===== src/acs_map.svh =====
// acs_map.svh: register offsets, field positions, reset values and timing counts
// assumes a 125 MHz system clock and a word-addressed Avalon-MM slave
`ifndef ACS_MAP_SVH
`define ACS_MAP_SVH
`define ACS_OFS_SELECT      4'h0
`define ACS_OFS_CONTROL     4'h1
`define ACS_OFS_RESULT      4'h2
`define ACS_OFS_SYSTEM      4'h3
`define ACS_SEL_MUX_LSB     0
`define ACS_SEL_REF_LSB     6
`define ACS_CTL_PRESC_LSB   0
`define ACS_CTL_DONEIE      3
`define ACS_CTL_DONE        4
`define ACS_CTL_FREERUN     5
`define ACS_CTL_START       6
`define ACS_CTL_ENABLE      7
`define ACS_SELECT_RESET    8'h00
`define ACS_CONTROL_RESET   8'h00
`define ACS_NORMAL_CYCLES   5'h0d
`define ACS_FIRST_CYCLES    5'h19
`define ACS_FULL_SCALE      10'h3ff
`endif


===== src/acs_pkg.sv =====
// acs_pkg.sv: types shared by the sequencer
// assumes nothing beyond a SystemVerilog compiler
package acs_pkg;
    // conversion sequencer states
    typedef enum logic [1:0] {
        ACS_IDLE,
        ACS_ARMED,
        ACS_CONVERT
    } acs_state_type;
    // sleep mode requested by the cpu
    typedef enum logic [2:0] {
        ACS_SLEEP_NONE,
        ACS_SLEEP_IDLE,
        ACS_SLEEP_NOISE,
        ACS_SLEEP_OTHER
    } acs_sleep_type;
endpackage : acs_pkg


===== src/acs_prescaler.sv =====
// acs_prescaler.sv: converter clock enable from the system clock
// assumes enable comes from the same clock domain
`timescale 1ns/1ps
`default_nettype none
module acs_prescaler (
    input  wire logic       clock,
    input  wire logic       rst,
    input  wire logic       enable,
    input  wire logic [2:0] divSelect,
    output logic            tick
);
    logic [6:0] count;      // free counter
    logic [6:0] next_count; // next counter value
    logic       next_tick;  // next pulse
    logic [6:0] limit;      // terminal value

    // divide by 2 to 128; held clear while disabled
    always_comb begin
        limit = 7'h7f >> (3'h7 - ((divSelect == 3'h0) ? 3'h1 : divSelect));
        next_count = count + 7'h01;
        next_tick = 1'b0;
        if (!enable) begin
            next_count = 7'h00;
        end else if (count >= limit) begin
            next_count = 7'h00;
            next_tick = 1'b1;
        end
    end

    // register the counter and the pulse
    always_ff @(posedge clock) begin
        if (rst) begin
            count <= 7'h00;
            tick <= 1'b0;
        end else begin
            count <= next_count;
            tick <= next_tick;
        end
    end
endmodule : acs_prescaler
`default_nettype wire


===== src/acs_sequencer.sv =====
// acs_sequencer.sv: channel/reference buffering and conversion sequencing
// assumes an Avalon-MM master on clock, analog path and sleep pins outside
// Behaviour
// - shadow selection register always writable
// - applied follows shadow until conversion starts
// - copying resumes in final converter cycle
// - start waits for next converter tick
// - test port disables upper four channels
// - free-run next conversion keeps old channel
// - over-reference single-ended input saturates full scale
// - quiet sleep starts a conversion automatically; here only with DONEIE set and free run off
// - completion raises interrupt request, waking cpu
// - other sleep modes keep converter enabled
// - same input allowed on both differential inputs
// - selection reaches analog path only when enabled
// - completion writes result, sets done, clears start except in free run
//
// Chosen here: register access over Avalon-MM and the address map.
`timescale 1ns/1ps
`default_nettype none
`include "acs_map.svh"
module acs_sequencer (
    input  wire logic                   clock,
    input  wire logic                   rst,
    input  wire logic [3:0]             avsAddress,
    input  wire logic                   avsRead,
    input  wire logic                   avsWrite,
    input  wire logic [31:0]            avsWriteData,
    output logic [31:0]                 avsReadData,
    output logic                        avsWaitRequest,
    input  wire acs_pkg::acs_sleep_type sleepMode,
    input  wire logic                   cpuHalted,
    input  wire logic                   testPortEnable,
    input  wire logic                   compareHigh,
    output logic [4:0]                  channelGainSelect,
    output logic [1:0]                  referenceSelect,
    output logic                        analogEnable,
    output logic                        sampleHold,
    output logic                        conversionIrq
);
    logic [7:0]  shadowSel;       // cpu-visible selection
    logic [7:0]  appliedSel;      // selection in the analog path
    logic [7:0]  control;         // control/status bits
    logic [9:0]  result;          // last result
    logic [9:0]  sar;             // approximation register
    logic [4:0]  cycles;          // converter cycles into conversion
    logic        firstConv;       // next conversion is the long one
    logic        ackPending;      // one-cycle bus answer
    logic [1:0]  halt;            // halt synchroniser
    logic [1:0]  cmp;             // comparator synchroniser
    logic [1:0]  test;            // test port synchroniser
    logic        haltSeen;        // halt already used for a start
    acs_pkg::acs_state_type state;
    logic [7:0]  next_shadowSel;
    logic [7:0]  next_appliedSel;
    logic [7:0]  next_control;
    logic [9:0]  next_result;
    logic [9:0]  next_sar;
    logic [4:0]  next_cycles;
    logic        next_firstConv;
    logic        next_ackPending;
    logic        next_haltSeen;
    acs_pkg::acs_state_type next_state;
    logic        tick;            // converter clock enable
    logic        busWrite;        // accepted write
    logic [4:0]  total;           // length of this conversion
    logic        lastCycle;       // final converter cycle
    logic        quietSleep;      // sleep that allows noise canceling

    // bus answers one cycle after the request
    assign busWrite = avsWrite && ackPending;
    assign avsWaitRequest = (avsRead || avsWrite) && !ackPending;
    assign total = firstConv ? `ACS_FIRST_CYCLES : `ACS_NORMAL_CYCLES;
    assign lastCycle = (state == acs_pkg::ACS_CONVERT) && (cycles == total - 5'h01);
    assign quietSleep = (sleepMode == acs_pkg::ACS_SLEEP_IDLE)
                     || (sleepMode == acs_pkg::ACS_SLEEP_NOISE);

    // channel is usable unless the test port owns the upper pins
    function automatic logic channelBlocked(input logic [4:0] mux, input logic tp);
        channelBlocked = tp && (mux[4:2] == 3'h1);
    endfunction : channelBlocked

    // converter clock divider
    acs_prescaler prescaler (
        .clock     (clock),
        .rst       (rst),
        .enable    (control[`ACS_CTL_ENABLE]),
        .divSelect (control[`ACS_CTL_PRESC_LSB +: 3]),
        .tick      (tick)
    );

    // pin synchronisers
    always_ff @(posedge clock) begin
        if (rst) begin
            halt <= 2'h0;
            cmp <= 2'h0;
            test <= 2'h0;
        end else begin
            halt <= {halt[0], cpuHalted};
            cmp <= {cmp[0], compareHigh};
            test <= {test[0], testPortEnable};
        end
    end

    // next values for registers and sequencer
    always_comb begin
        next_shadowSel = shadowSel;
        next_appliedSel = appliedSel;
        next_control = control;
        next_result = result;
        next_sar = sar;
        next_cycles = cycles;
        next_firstConv = firstConv;
        next_ackPending = (avsRead || avsWrite) && !ackPending;
        next_haltSeen = halt[1] ? haltSeen : 1'b0;
        next_state = state;
        // register writes; the shadow is always writable
        if (busWrite && avsAddress == `ACS_OFS_SELECT) begin
            next_shadowSel = avsWriteData[7:0];
        end
        if (busWrite && avsAddress == `ACS_OFS_CONTROL) begin
            next_control = avsWriteData[7:0];
            // start bit cannot be cleared by writing zero
            next_control[`ACS_CTL_START] = avsWriteData[`ACS_CTL_START]
                                        || control[`ACS_CTL_START];
            // writing one clears the done flag
            next_control[`ACS_CTL_DONE] = control[`ACS_CTL_DONE]
                                       && !avsWriteData[`ACS_CTL_DONE];
        end
        // automatic start in quiet sleep
        if (quietSleep && halt[1] && !haltSeen && control[`ACS_CTL_ENABLE]
            && state == acs_pkg::ACS_IDLE && !control[`ACS_CTL_START]
            && !control[`ACS_CTL_FREERUN] && control[`ACS_CTL_DONEIE]) begin
            next_control[`ACS_CTL_START] = 1'b1;
            next_haltSeen = 1'b1;
        end
        // applied selection tracks the shadow when unlocked
        if (state != acs_pkg::ACS_CONVERT || lastCycle) begin
            next_appliedSel = shadowSel;
        end
        case (state)
            acs_pkg::ACS_IDLE: begin
                if (control[`ACS_CTL_START] && control[`ACS_CTL_ENABLE]) begin
                    next_state = acs_pkg::ACS_ARMED;
                end
            end
            acs_pkg::ACS_ARMED: begin
                if (tick) begin
                    next_state = acs_pkg::ACS_CONVERT;
                    next_cycles = 5'h00;
                    next_sar = 10'h000;
                end
            end
            acs_pkg::ACS_CONVERT: begin
                if (tick) begin
                    next_cycles = cycles + 5'h01;
                    // one bit decided per cycle after sampling
                    if (cycles >= total - 5'h0b && cycles < total - 5'h01) begin
                        next_sar = {sar[8:0], cmp[1]};
                    end
                    if (lastCycle) begin
                        next_result = channelBlocked(appliedSel[4:0], test[1])
                                    ? 10'h000 : next_sar;
                        next_control[`ACS_CTL_DONE] = 1'b1;
                        next_firstConv = 1'b0;
                        next_cycles = 5'h00;
                        next_sar = 10'h000;
                        if (control[`ACS_CTL_FREERUN]) begin
                            // immediate restart on the old applied channel
                            next_state = acs_pkg::ACS_CONVERT;
                        end else begin
                            next_control[`ACS_CTL_START] = 1'b0;
                            next_state = acs_pkg::ACS_IDLE;
                        end
                    end
                end
            end
            default: begin
                next_state = acs_pkg::ACS_IDLE;
            end
        endcase
        // disabling aborts and forces a long first conversion
        if (!control[`ACS_CTL_ENABLE]) begin
            next_state = acs_pkg::ACS_IDLE;
            next_firstConv = 1'b1;
            next_control[`ACS_CTL_START] = 1'b0;
        end
    end

    // register all sequencer state
    always_ff @(posedge clock) begin
        if (rst) begin
            shadowSel <= `ACS_SELECT_RESET;
            appliedSel <= `ACS_SELECT_RESET;
            control <= `ACS_CONTROL_RESET;
            result <= 10'h000;
            sar <= 10'h000;
            cycles <= 5'h00;
            firstConv <= 1'b1;
            ackPending <= 1'b0;
            haltSeen <= 1'b0;
            state <= acs_pkg::ACS_IDLE;
        end else begin
            shadowSel <= next_shadowSel;
            appliedSel <= next_appliedSel;
            control <= next_control;
            result <= next_result;
            sar <= next_sar;
            cycles <= next_cycles;
            firstConv <= next_firstConv;
            ackPending <= next_ackPending;
            haltSeen <= next_haltSeen;
            state <= next_state;
        end
    end

    // read data and analog outputs, registered
    always_ff @(posedge clock) begin
        if (rst) begin
            avsReadData <= 32'h0000_0000;
            channelGainSelect <= 5'h00;
            referenceSelect <= 2'h0;
            analogEnable <= 1'b0;
            sampleHold <= 1'b0;
            conversionIrq <= 1'b0;
        end else begin
            case (avsAddress)
                `ACS_OFS_SELECT:  avsReadData <= {24'h000000, shadowSel};
                `ACS_OFS_CONTROL: avsReadData <= {24'h000000, control};
                `ACS_OFS_RESULT:  avsReadData <= {22'h000000, result};
                `ACS_OFS_SYSTEM:  avsReadData <= {27'h0000000, firstConv, 2'h0, state};
                default:          avsReadData <= 32'h0000_0000;
            endcase
            // selection only reaches the path while enabled
            analogEnable <= control[`ACS_CTL_ENABLE];
            channelGainSelect <= control[`ACS_CTL_ENABLE] ? appliedSel[4:0] : 5'h00;
            referenceSelect <= control[`ACS_CTL_ENABLE]
                             ? appliedSel[`ACS_SEL_REF_LSB +: 2] : 2'h0;
            sampleHold <= (state == acs_pkg::ACS_CONVERT)
                       && (cycles <= (firstConv ? 5'h0d : 5'h01));
            conversionIrq <= next_control[`ACS_CTL_DONE] && next_control[`ACS_CTL_DONEIE];
        end
    end

    // checks
    chk_lock_applied: assert property (@(posedge clock) disable iff (rst)
        (state == acs_pkg::ACS_CONVERT && !lastCycle) |=> $stable(appliedSel))
        else $error("applied selection changed while locked");
    chk_track_idle: assert property (@(posedge clock) disable iff (rst)
        (state == acs_pkg::ACS_IDLE) |=> (appliedSel == $past(shadowSel)))
        else $error("applied selection not tracking");
    chk_resume_last: assert property (@(posedge clock) disable iff (rst)
        lastCycle |=> (appliedSel == $past(shadowSel)))
        else $error("no update in final cycle");
    chk_start_tick: assert property (@(posedge clock) disable iff (rst)
        (state == acs_pkg::ACS_ARMED && !tick && control[`ACS_CTL_ENABLE])
        |=> (state == acs_pkg::ACS_ARMED))
        else $error("conversion started without tick");
    chk_done_clear: assert property (@(posedge clock) disable iff (rst)
        (lastCycle && tick && !control[`ACS_CTL_FREERUN] && control[`ACS_CTL_ENABLE])
        |=> (control[`ACS_CTL_DONE] && !control[`ACS_CTL_START]))
        else $error("completion did not set done and clear start");
    chk_freerun_go: assert property (@(posedge clock) disable iff (rst)
        (lastCycle && tick && control[`ACS_CTL_FREERUN] && control[`ACS_CTL_ENABLE])
        |=> (state == acs_pkg::ACS_CONVERT && cycles == 5'h00))
        else $error("free run did not restart");
    chk_shadow_keep: assert property (@(posedge clock) disable iff (rst)
        (busWrite && avsAddress == `ACS_OFS_SELECT) |=> (shadowSel == $past(avsWriteData[7:0])))
        else $error("shadow write lost");
    chk_path_off: assert property (@(posedge clock) disable iff (rst)
        !control[`ACS_CTL_ENABLE] |=> (channelGainSelect == 5'h00 && !analogEnable))
        else $error("selection applied while disabled");
    chk_irq_done: assert property (@(posedge clock) disable iff (rst)
        (control[`ACS_CTL_DONE] && control[`ACS_CTL_DONEIE]) |-> conversionIrq)
        else $error("interrupt request missing");
    chk_bus_answer: assert property (@(posedge clock) disable iff (rst)
        (avsRead || avsWrite) && avsWaitRequest |=> !avsWaitRequest)
        else $error("bus answer late");
    cov_single: cover property (@(posedge clock) disable iff (rst)
        lastCycle && tick && !control[`ACS_CTL_FREERUN]);
    cov_freerun: cover property (@(posedge clock) disable iff (rst)
        lastCycle && tick && control[`ACS_CTL_FREERUN]);
    cov_sleep: cover property (@(posedge clock) disable iff (rst) next_haltSeen && !haltSeen);
    cov_locked_write: cover property (@(posedge clock) disable iff (rst)
        busWrite && avsAddress == `ACS_OFS_SELECT && state == acs_pkg::ACS_CONVERT);
    cov_blocked: cover property (@(posedge clock) disable iff (rst)
        lastCycle && tick && test[1]);
    // blocked inputs, other sleeps and the sample window
    chk_blocked_zero: assert property (@(posedge clock) disable iff (rst)
        (lastCycle && tick && control[`ACS_CTL_ENABLE]
         && channelBlocked(appliedSel[4:0], test[1])) |=> (result == 10'h000))
        else $error("blocked channel gave a result");
    chk_sleep_keep: assert property (@(posedge clock) disable iff (rst)
        (sleepMode == acs_pkg::ACS_SLEEP_OTHER && control[`ACS_CTL_ENABLE] && !busWrite)
        |=> control[`ACS_CTL_ENABLE])
        else $error("converter disabled by sleep");
    chk_other_nostart: assert property (@(posedge clock) disable iff (rst)
        (sleepMode == acs_pkg::ACS_SLEEP_OTHER && state == acs_pkg::ACS_IDLE
         && !control[`ACS_CTL_START] && !busWrite) |=> !control[`ACS_CTL_START])
        else $error("conversion started in a loud sleep");
    chk_hold_convert: assert property (@(posedge clock) disable iff (rst)
        sampleHold |-> ($past(state) == acs_pkg::ACS_CONVERT))
        else $error("sample taken outside a conversion");
endmodule : acs_sequencer
`default_nettype wire


===== config.mk =====
export PLATFORM = sky130hd
export DESIGN_NAME = acs_sequencer
export DESIGN_NICKNAME = d
export VERILOG_FILES = /design/src/acs_pkg.sv /design/src/acs_prescaler.sv /design/src/acs_sequencer.sv
export VERILOG_INCLUDE_DIRS = /design/src
export SDC_FILE = /design/constraint.sdc
export NUM_CORES = 1
export LEC_CHECK = 0
export ABC_AREA = 0
export BUFFER_PORTS_ARGS = -buffer_cell sky130_fd_sc_hd__buf_2
export CAP_MARGIN = 20
export CORE_MARGIN = 1
export CORE_UTILIZATION = 42
export DETAILED_ROUTE_END_ITERATION = 10
export SYNTH_ARGS = -nofsm -noshare
export SYNTH_HDL_FRONTEND = slang
export SYNTH_SLANG_ARGS = --single-unit

===== constraint.sdc =====
create_clock -name clock -period 2 [get_ports clock]
set_clock_uncertainty 0.05 [all_clocks]
set_input_delay 0.4 -clock clock [delete_from_list [all_inputs] [get_ports clock]]
set_output_delay 0.4 -clock clock [all_outputs]
set_load 0.01 [all_outputs]

==> run_results.csv <==
group,metric,value,unit
sta,drv_slew,0,
route,post-route-drc-count,11,
floorplan,die_x,97.7,um
sta,worst_pin_slew,0.799,ns
cells_and_area,layout.area.seq,1750,um2
critical_path,cp.arrival,2.13,ns
status,violations,"design-rule violations",
synthesis,synth_cells,412,
placed_design,gp_congestion,0.833,
power,ir_worst_vdd,0.000294,V
sta,setup_viol,0,
clock_network,numCtsBuffers,9,
sta,period_needed,1.90,ns
clock_network,clkLatencyLatePin,0.35,ns
synthesis,syn_area_per_cell,9.34,um2
power,power_frac_clock,38.2,%
global_routing,grt_max_degree,27,
placed_design,dp_hpwl,5780,um
route,routed_wl,8010,um
job,drv_cap,0,
clock_network,numClockSinks,87,
sta,rsz0062_at_grt,"false",
power,seqPwrFrac,57.6,%
cells_and_area,final_core_util,50.0,%
floorplan,row_count,34,
global_routing,antenna_found_initial,0,
route,via_count,2940,
cells_and_area,drive_gt1_share,21.3,%
power,p_int,2.29,mW
floorplan,ios,89,
cells_and_area,final_cell_mix,"dfxtp_1 (83), nor2_1 (48), buf_2 (42), nand3_1 (32), mux2i_1 (30)",
power,p_sw_share,24.4,%
synthesis,yosys_warnings,0,
critical_path,timing.rr.start,"firstConv$_SDFFE_PP1P_",
placed_design,place_area,4150,um2
floorplan,die-area,9550,um2
critical_path,ff2ff_path_depth,6,
critical_path,setup.worst_path.start,"firstConv$_SDFFE_PP1P_",
cells_and_area,fin_area,4400,um2
critical_path,worstSetupEndpointType,"flip-flop",
synthesis,ys_seq_area_share,45.2,%
min_path,worstHoldPathType,"input pin to flip-flop",
floorplan,start_util,43.7,%
cells_and_area,multi_input_area,1940,um2
clock_network,path_clk_slew,0.09,ns
synthesis,synth-seq-cells,87,
power,p_leak,1.86,nW
floorplan,core-area,8810,um2
route,dr.pass1.iters,8,
cells_and_area,area_growth_syn_to_layout,14.3,%
global_routing,grt_pass1_vias,2703,
power,combinationalPowerShare,4.2,%
sta,fin_crit_sh,95.1,%
global_routing,overflow,0,
synthesis,synth_cell_types,42,
route,vias_per_cell,5.10,
clock_network,clockBufferDepth,2,
cells_and_area,fillCellCount,844,
placed_design,dp_cells,559,
critical_path,crit_fanout,5,
clock_network,cts_tree,"built",
cells_and_area,nets,528,
critical_path,crit_required,2.23,ns
critical_path,timing.rr.end,"result[1]$_SDFFE_PP0P_",
sta,whs,0.200,ns
synthesis,synth_top_area_share,45.2,%
sta,maxSlewHeadroom,46.0,%
status,status,"finished, violations left",
global_routing,grt_pass1_wl,13000,um
synthesis,synth.area.top_cells,"dfxtp_1 (45%), mux2i_1 (8.3%), ha_1 (5.8%), buf_4 (4.9%), nor2_1 (4.7%)",
synthesis,yosys.area.top_type,"dfxtp_1",
sta,hold_viol,0,
cells_and_area,layout_commonest_cell,"dfxtp_1",
critical_path,startpoint_type,"flip-flop",
route,antenna_left,0,
synthesis,synth_area,3850,um2
route,drtIter0Drc,88,
power,p_switching,0.740,mW
cells_and_area,diodes,0,
critical_path,r2r_slack,0.1,ns
power,finalPower,3.03,mW
global_routing,grt_usage,17.3,%
critical_path,critPathKind,"flip-flop to flip-flop",
clock_network,cts_setup_buffers,0,
route,wl_per_cell,13.9,um
clock_network,cts_root_buf,"clkbuf_8",
sta,timing.fmax,526,MHz
clock_network,htreeDepth,3,
cells_and_area,fin_cells,577,
placed_design,io_buffers,42,
floorplan,die_h,97.7,um
critical_path,cp-endpoint,"result[1]$_SDFFE_PP0P_",
power,powerDensity,688,nW/um2
through the flow:
stage                     setup TNS (ns)  setup slack, ns
after floorplan                        0            0.190
after global placement           -0.0216         -0.00897
after detailed placement          -0.515          -0.0406
after CTS                              0           0.0219
after global routing                   0          0.00660
final                                  0           0.0978
worst max-delay path, cell delays in order (launching register included):
cell     delay [ns]
dfxtp_2        0.36
inv_2          0.08
ha_1           0.30
and3_1         0.20
nand4_1        0.20
or3_4          0.48
o21ai_1        0.16
cells by family (layout without fill, tap and decap cells):
| logic type | Yosys count | after routing | share of synthesized area (%) |
|---|---|---|---|
| AOI/OAI and AO/OA | 59 | 59 | 8.68 |
| xor gates and xnor gates | 9 | 9 | 2.05 |
| adders and majority gates | 18 | 18 | 5.85 |
| buffers and inverters | 51 | 85 | 7.99 |
| DFF | 87 | 87 | 45.2 |
| muxes | 35 | 35 | 10.1 |
| other | 2 | 23 | 0.195 |
| and+or+nand+nor | 151 | 153 | 19.9 |
power by group through the flow:
stage | Combinational, mW | Sequential [mW] | Clock, mW
6_report | 0.127 | 1.74 | 1.16
5_1_grt | 0.140 | 1.75 | 1.27
4_1_cts | 0.127 | 1.74 | 1.20
3_5_place_dp | 0.126 | 1.79 | 0
3_3_place_gp | 0.125 | 1.79 | 0
2_1_floorplan | 0.107 | 1.78 | 0
synthesized netlist by cell type (all sizes together):
| library cell | count |
|---|---|
| mux2i | 32 |
| o21bai | 3 |
| a31oi | 1 |
| nor4 | 3 |
| clkbuf | 8 |
| a211oi | 2 |
| nand2b | 7 |
| and3 | 3 |
| a21oi | 30 |
| o22ai | 2 |
| conb | 2 |
| a211o | 1 |
| and4 | 1 |
| a32oi | 1 |
| xor2 | 5 |
| mux4 | 3 |
| a21o | 3 |
| nand4 | 4 |
| nor4b | 1 |
| a21bo | 1 |
| inv | 10 |
| nor2b | 12 |
| nor4bb | 3 |
| buf | 33 |
| nand3 | 32 |
| and2 | 9 |
| xnor2 | 4 |
| ha | 18 |
| or3 | 2 |
| o21ai | 14 |
| dfxtp | 87 |
| nor3 | 2 |
| nor2 | 49 |
| nor3b | 1 |
| o211ai | 1 |
| nand2 | 22 |
cell type report:
class / count / area share [%]
clock buffers: 10 / 3.13
clock inverters: 6 / 1.17
repair buffers: 59 / 7.96
inverters: 10 / 0.853
flip-flops and latches: 87 / 39.7
well taps: 108 / 3.07
multi-input cells: 297 / 44.1
how the worst min path moves through the flow:
stage / start / end / slack [ns] / depth (start not counted)
2_1_floorplan: cmp[0]$_SDFF_PP0_ / cmp[1]$_SDFF_PP0_ / 0.36 / 1
3_3_place_gp: test[0]$_SDFF_PP0_ / test[1]$_SDFF_PP0_ / 0.37 / 1
3_5_place_dp: cmp[0]$_SDFF_PP0_ / cmp[1]$_SDFF_PP0_ / 0.38 / 1
4_1_cts: testPortEnable / test[0]$_SDFF_PP0_ / 0.18 / 2
5_1_grt: compareHigh / cmp[0]$_SDFF_PP0_ / 0.20 / 2
6_report: testPortEnable / test[0]$_SDFF_PP0_ / 0.20 / 2
what timing repair did:
| item | CTS | global route |
|---|---|---|
| pin swaps | 0 | 6 |
| hold buffers | 0 | 0 |
| endpoints found under the setup margin | 23 | 40 |
| gates cloned | 0 | 2 |
| resized for setup | 4 | 14 |
routing by layer:
metal	GRT usage [%]	routed length (um)
met3	3.58	345
met5	0	0
met1	22.1	3680
met2	28.4	3870
met4	7.23	113
registers in the layout, summed over array words and instances (netlist names):
register,flops
ackPending,1
analogEnable,1
appliedSel,7
avsReadData,10
channelGainSelect,5
cmp,2
control,8
conversionIrq,1
cycles,5
firstConv,1
halt,2
haltSeen,1
prescaler.count,7
prescaler.tick,1
referenceSelect,2
result,10
sampleHold,1
sar,10
shadowSel,8
state,2
test,2
Power figures use the tool's default switching activity.
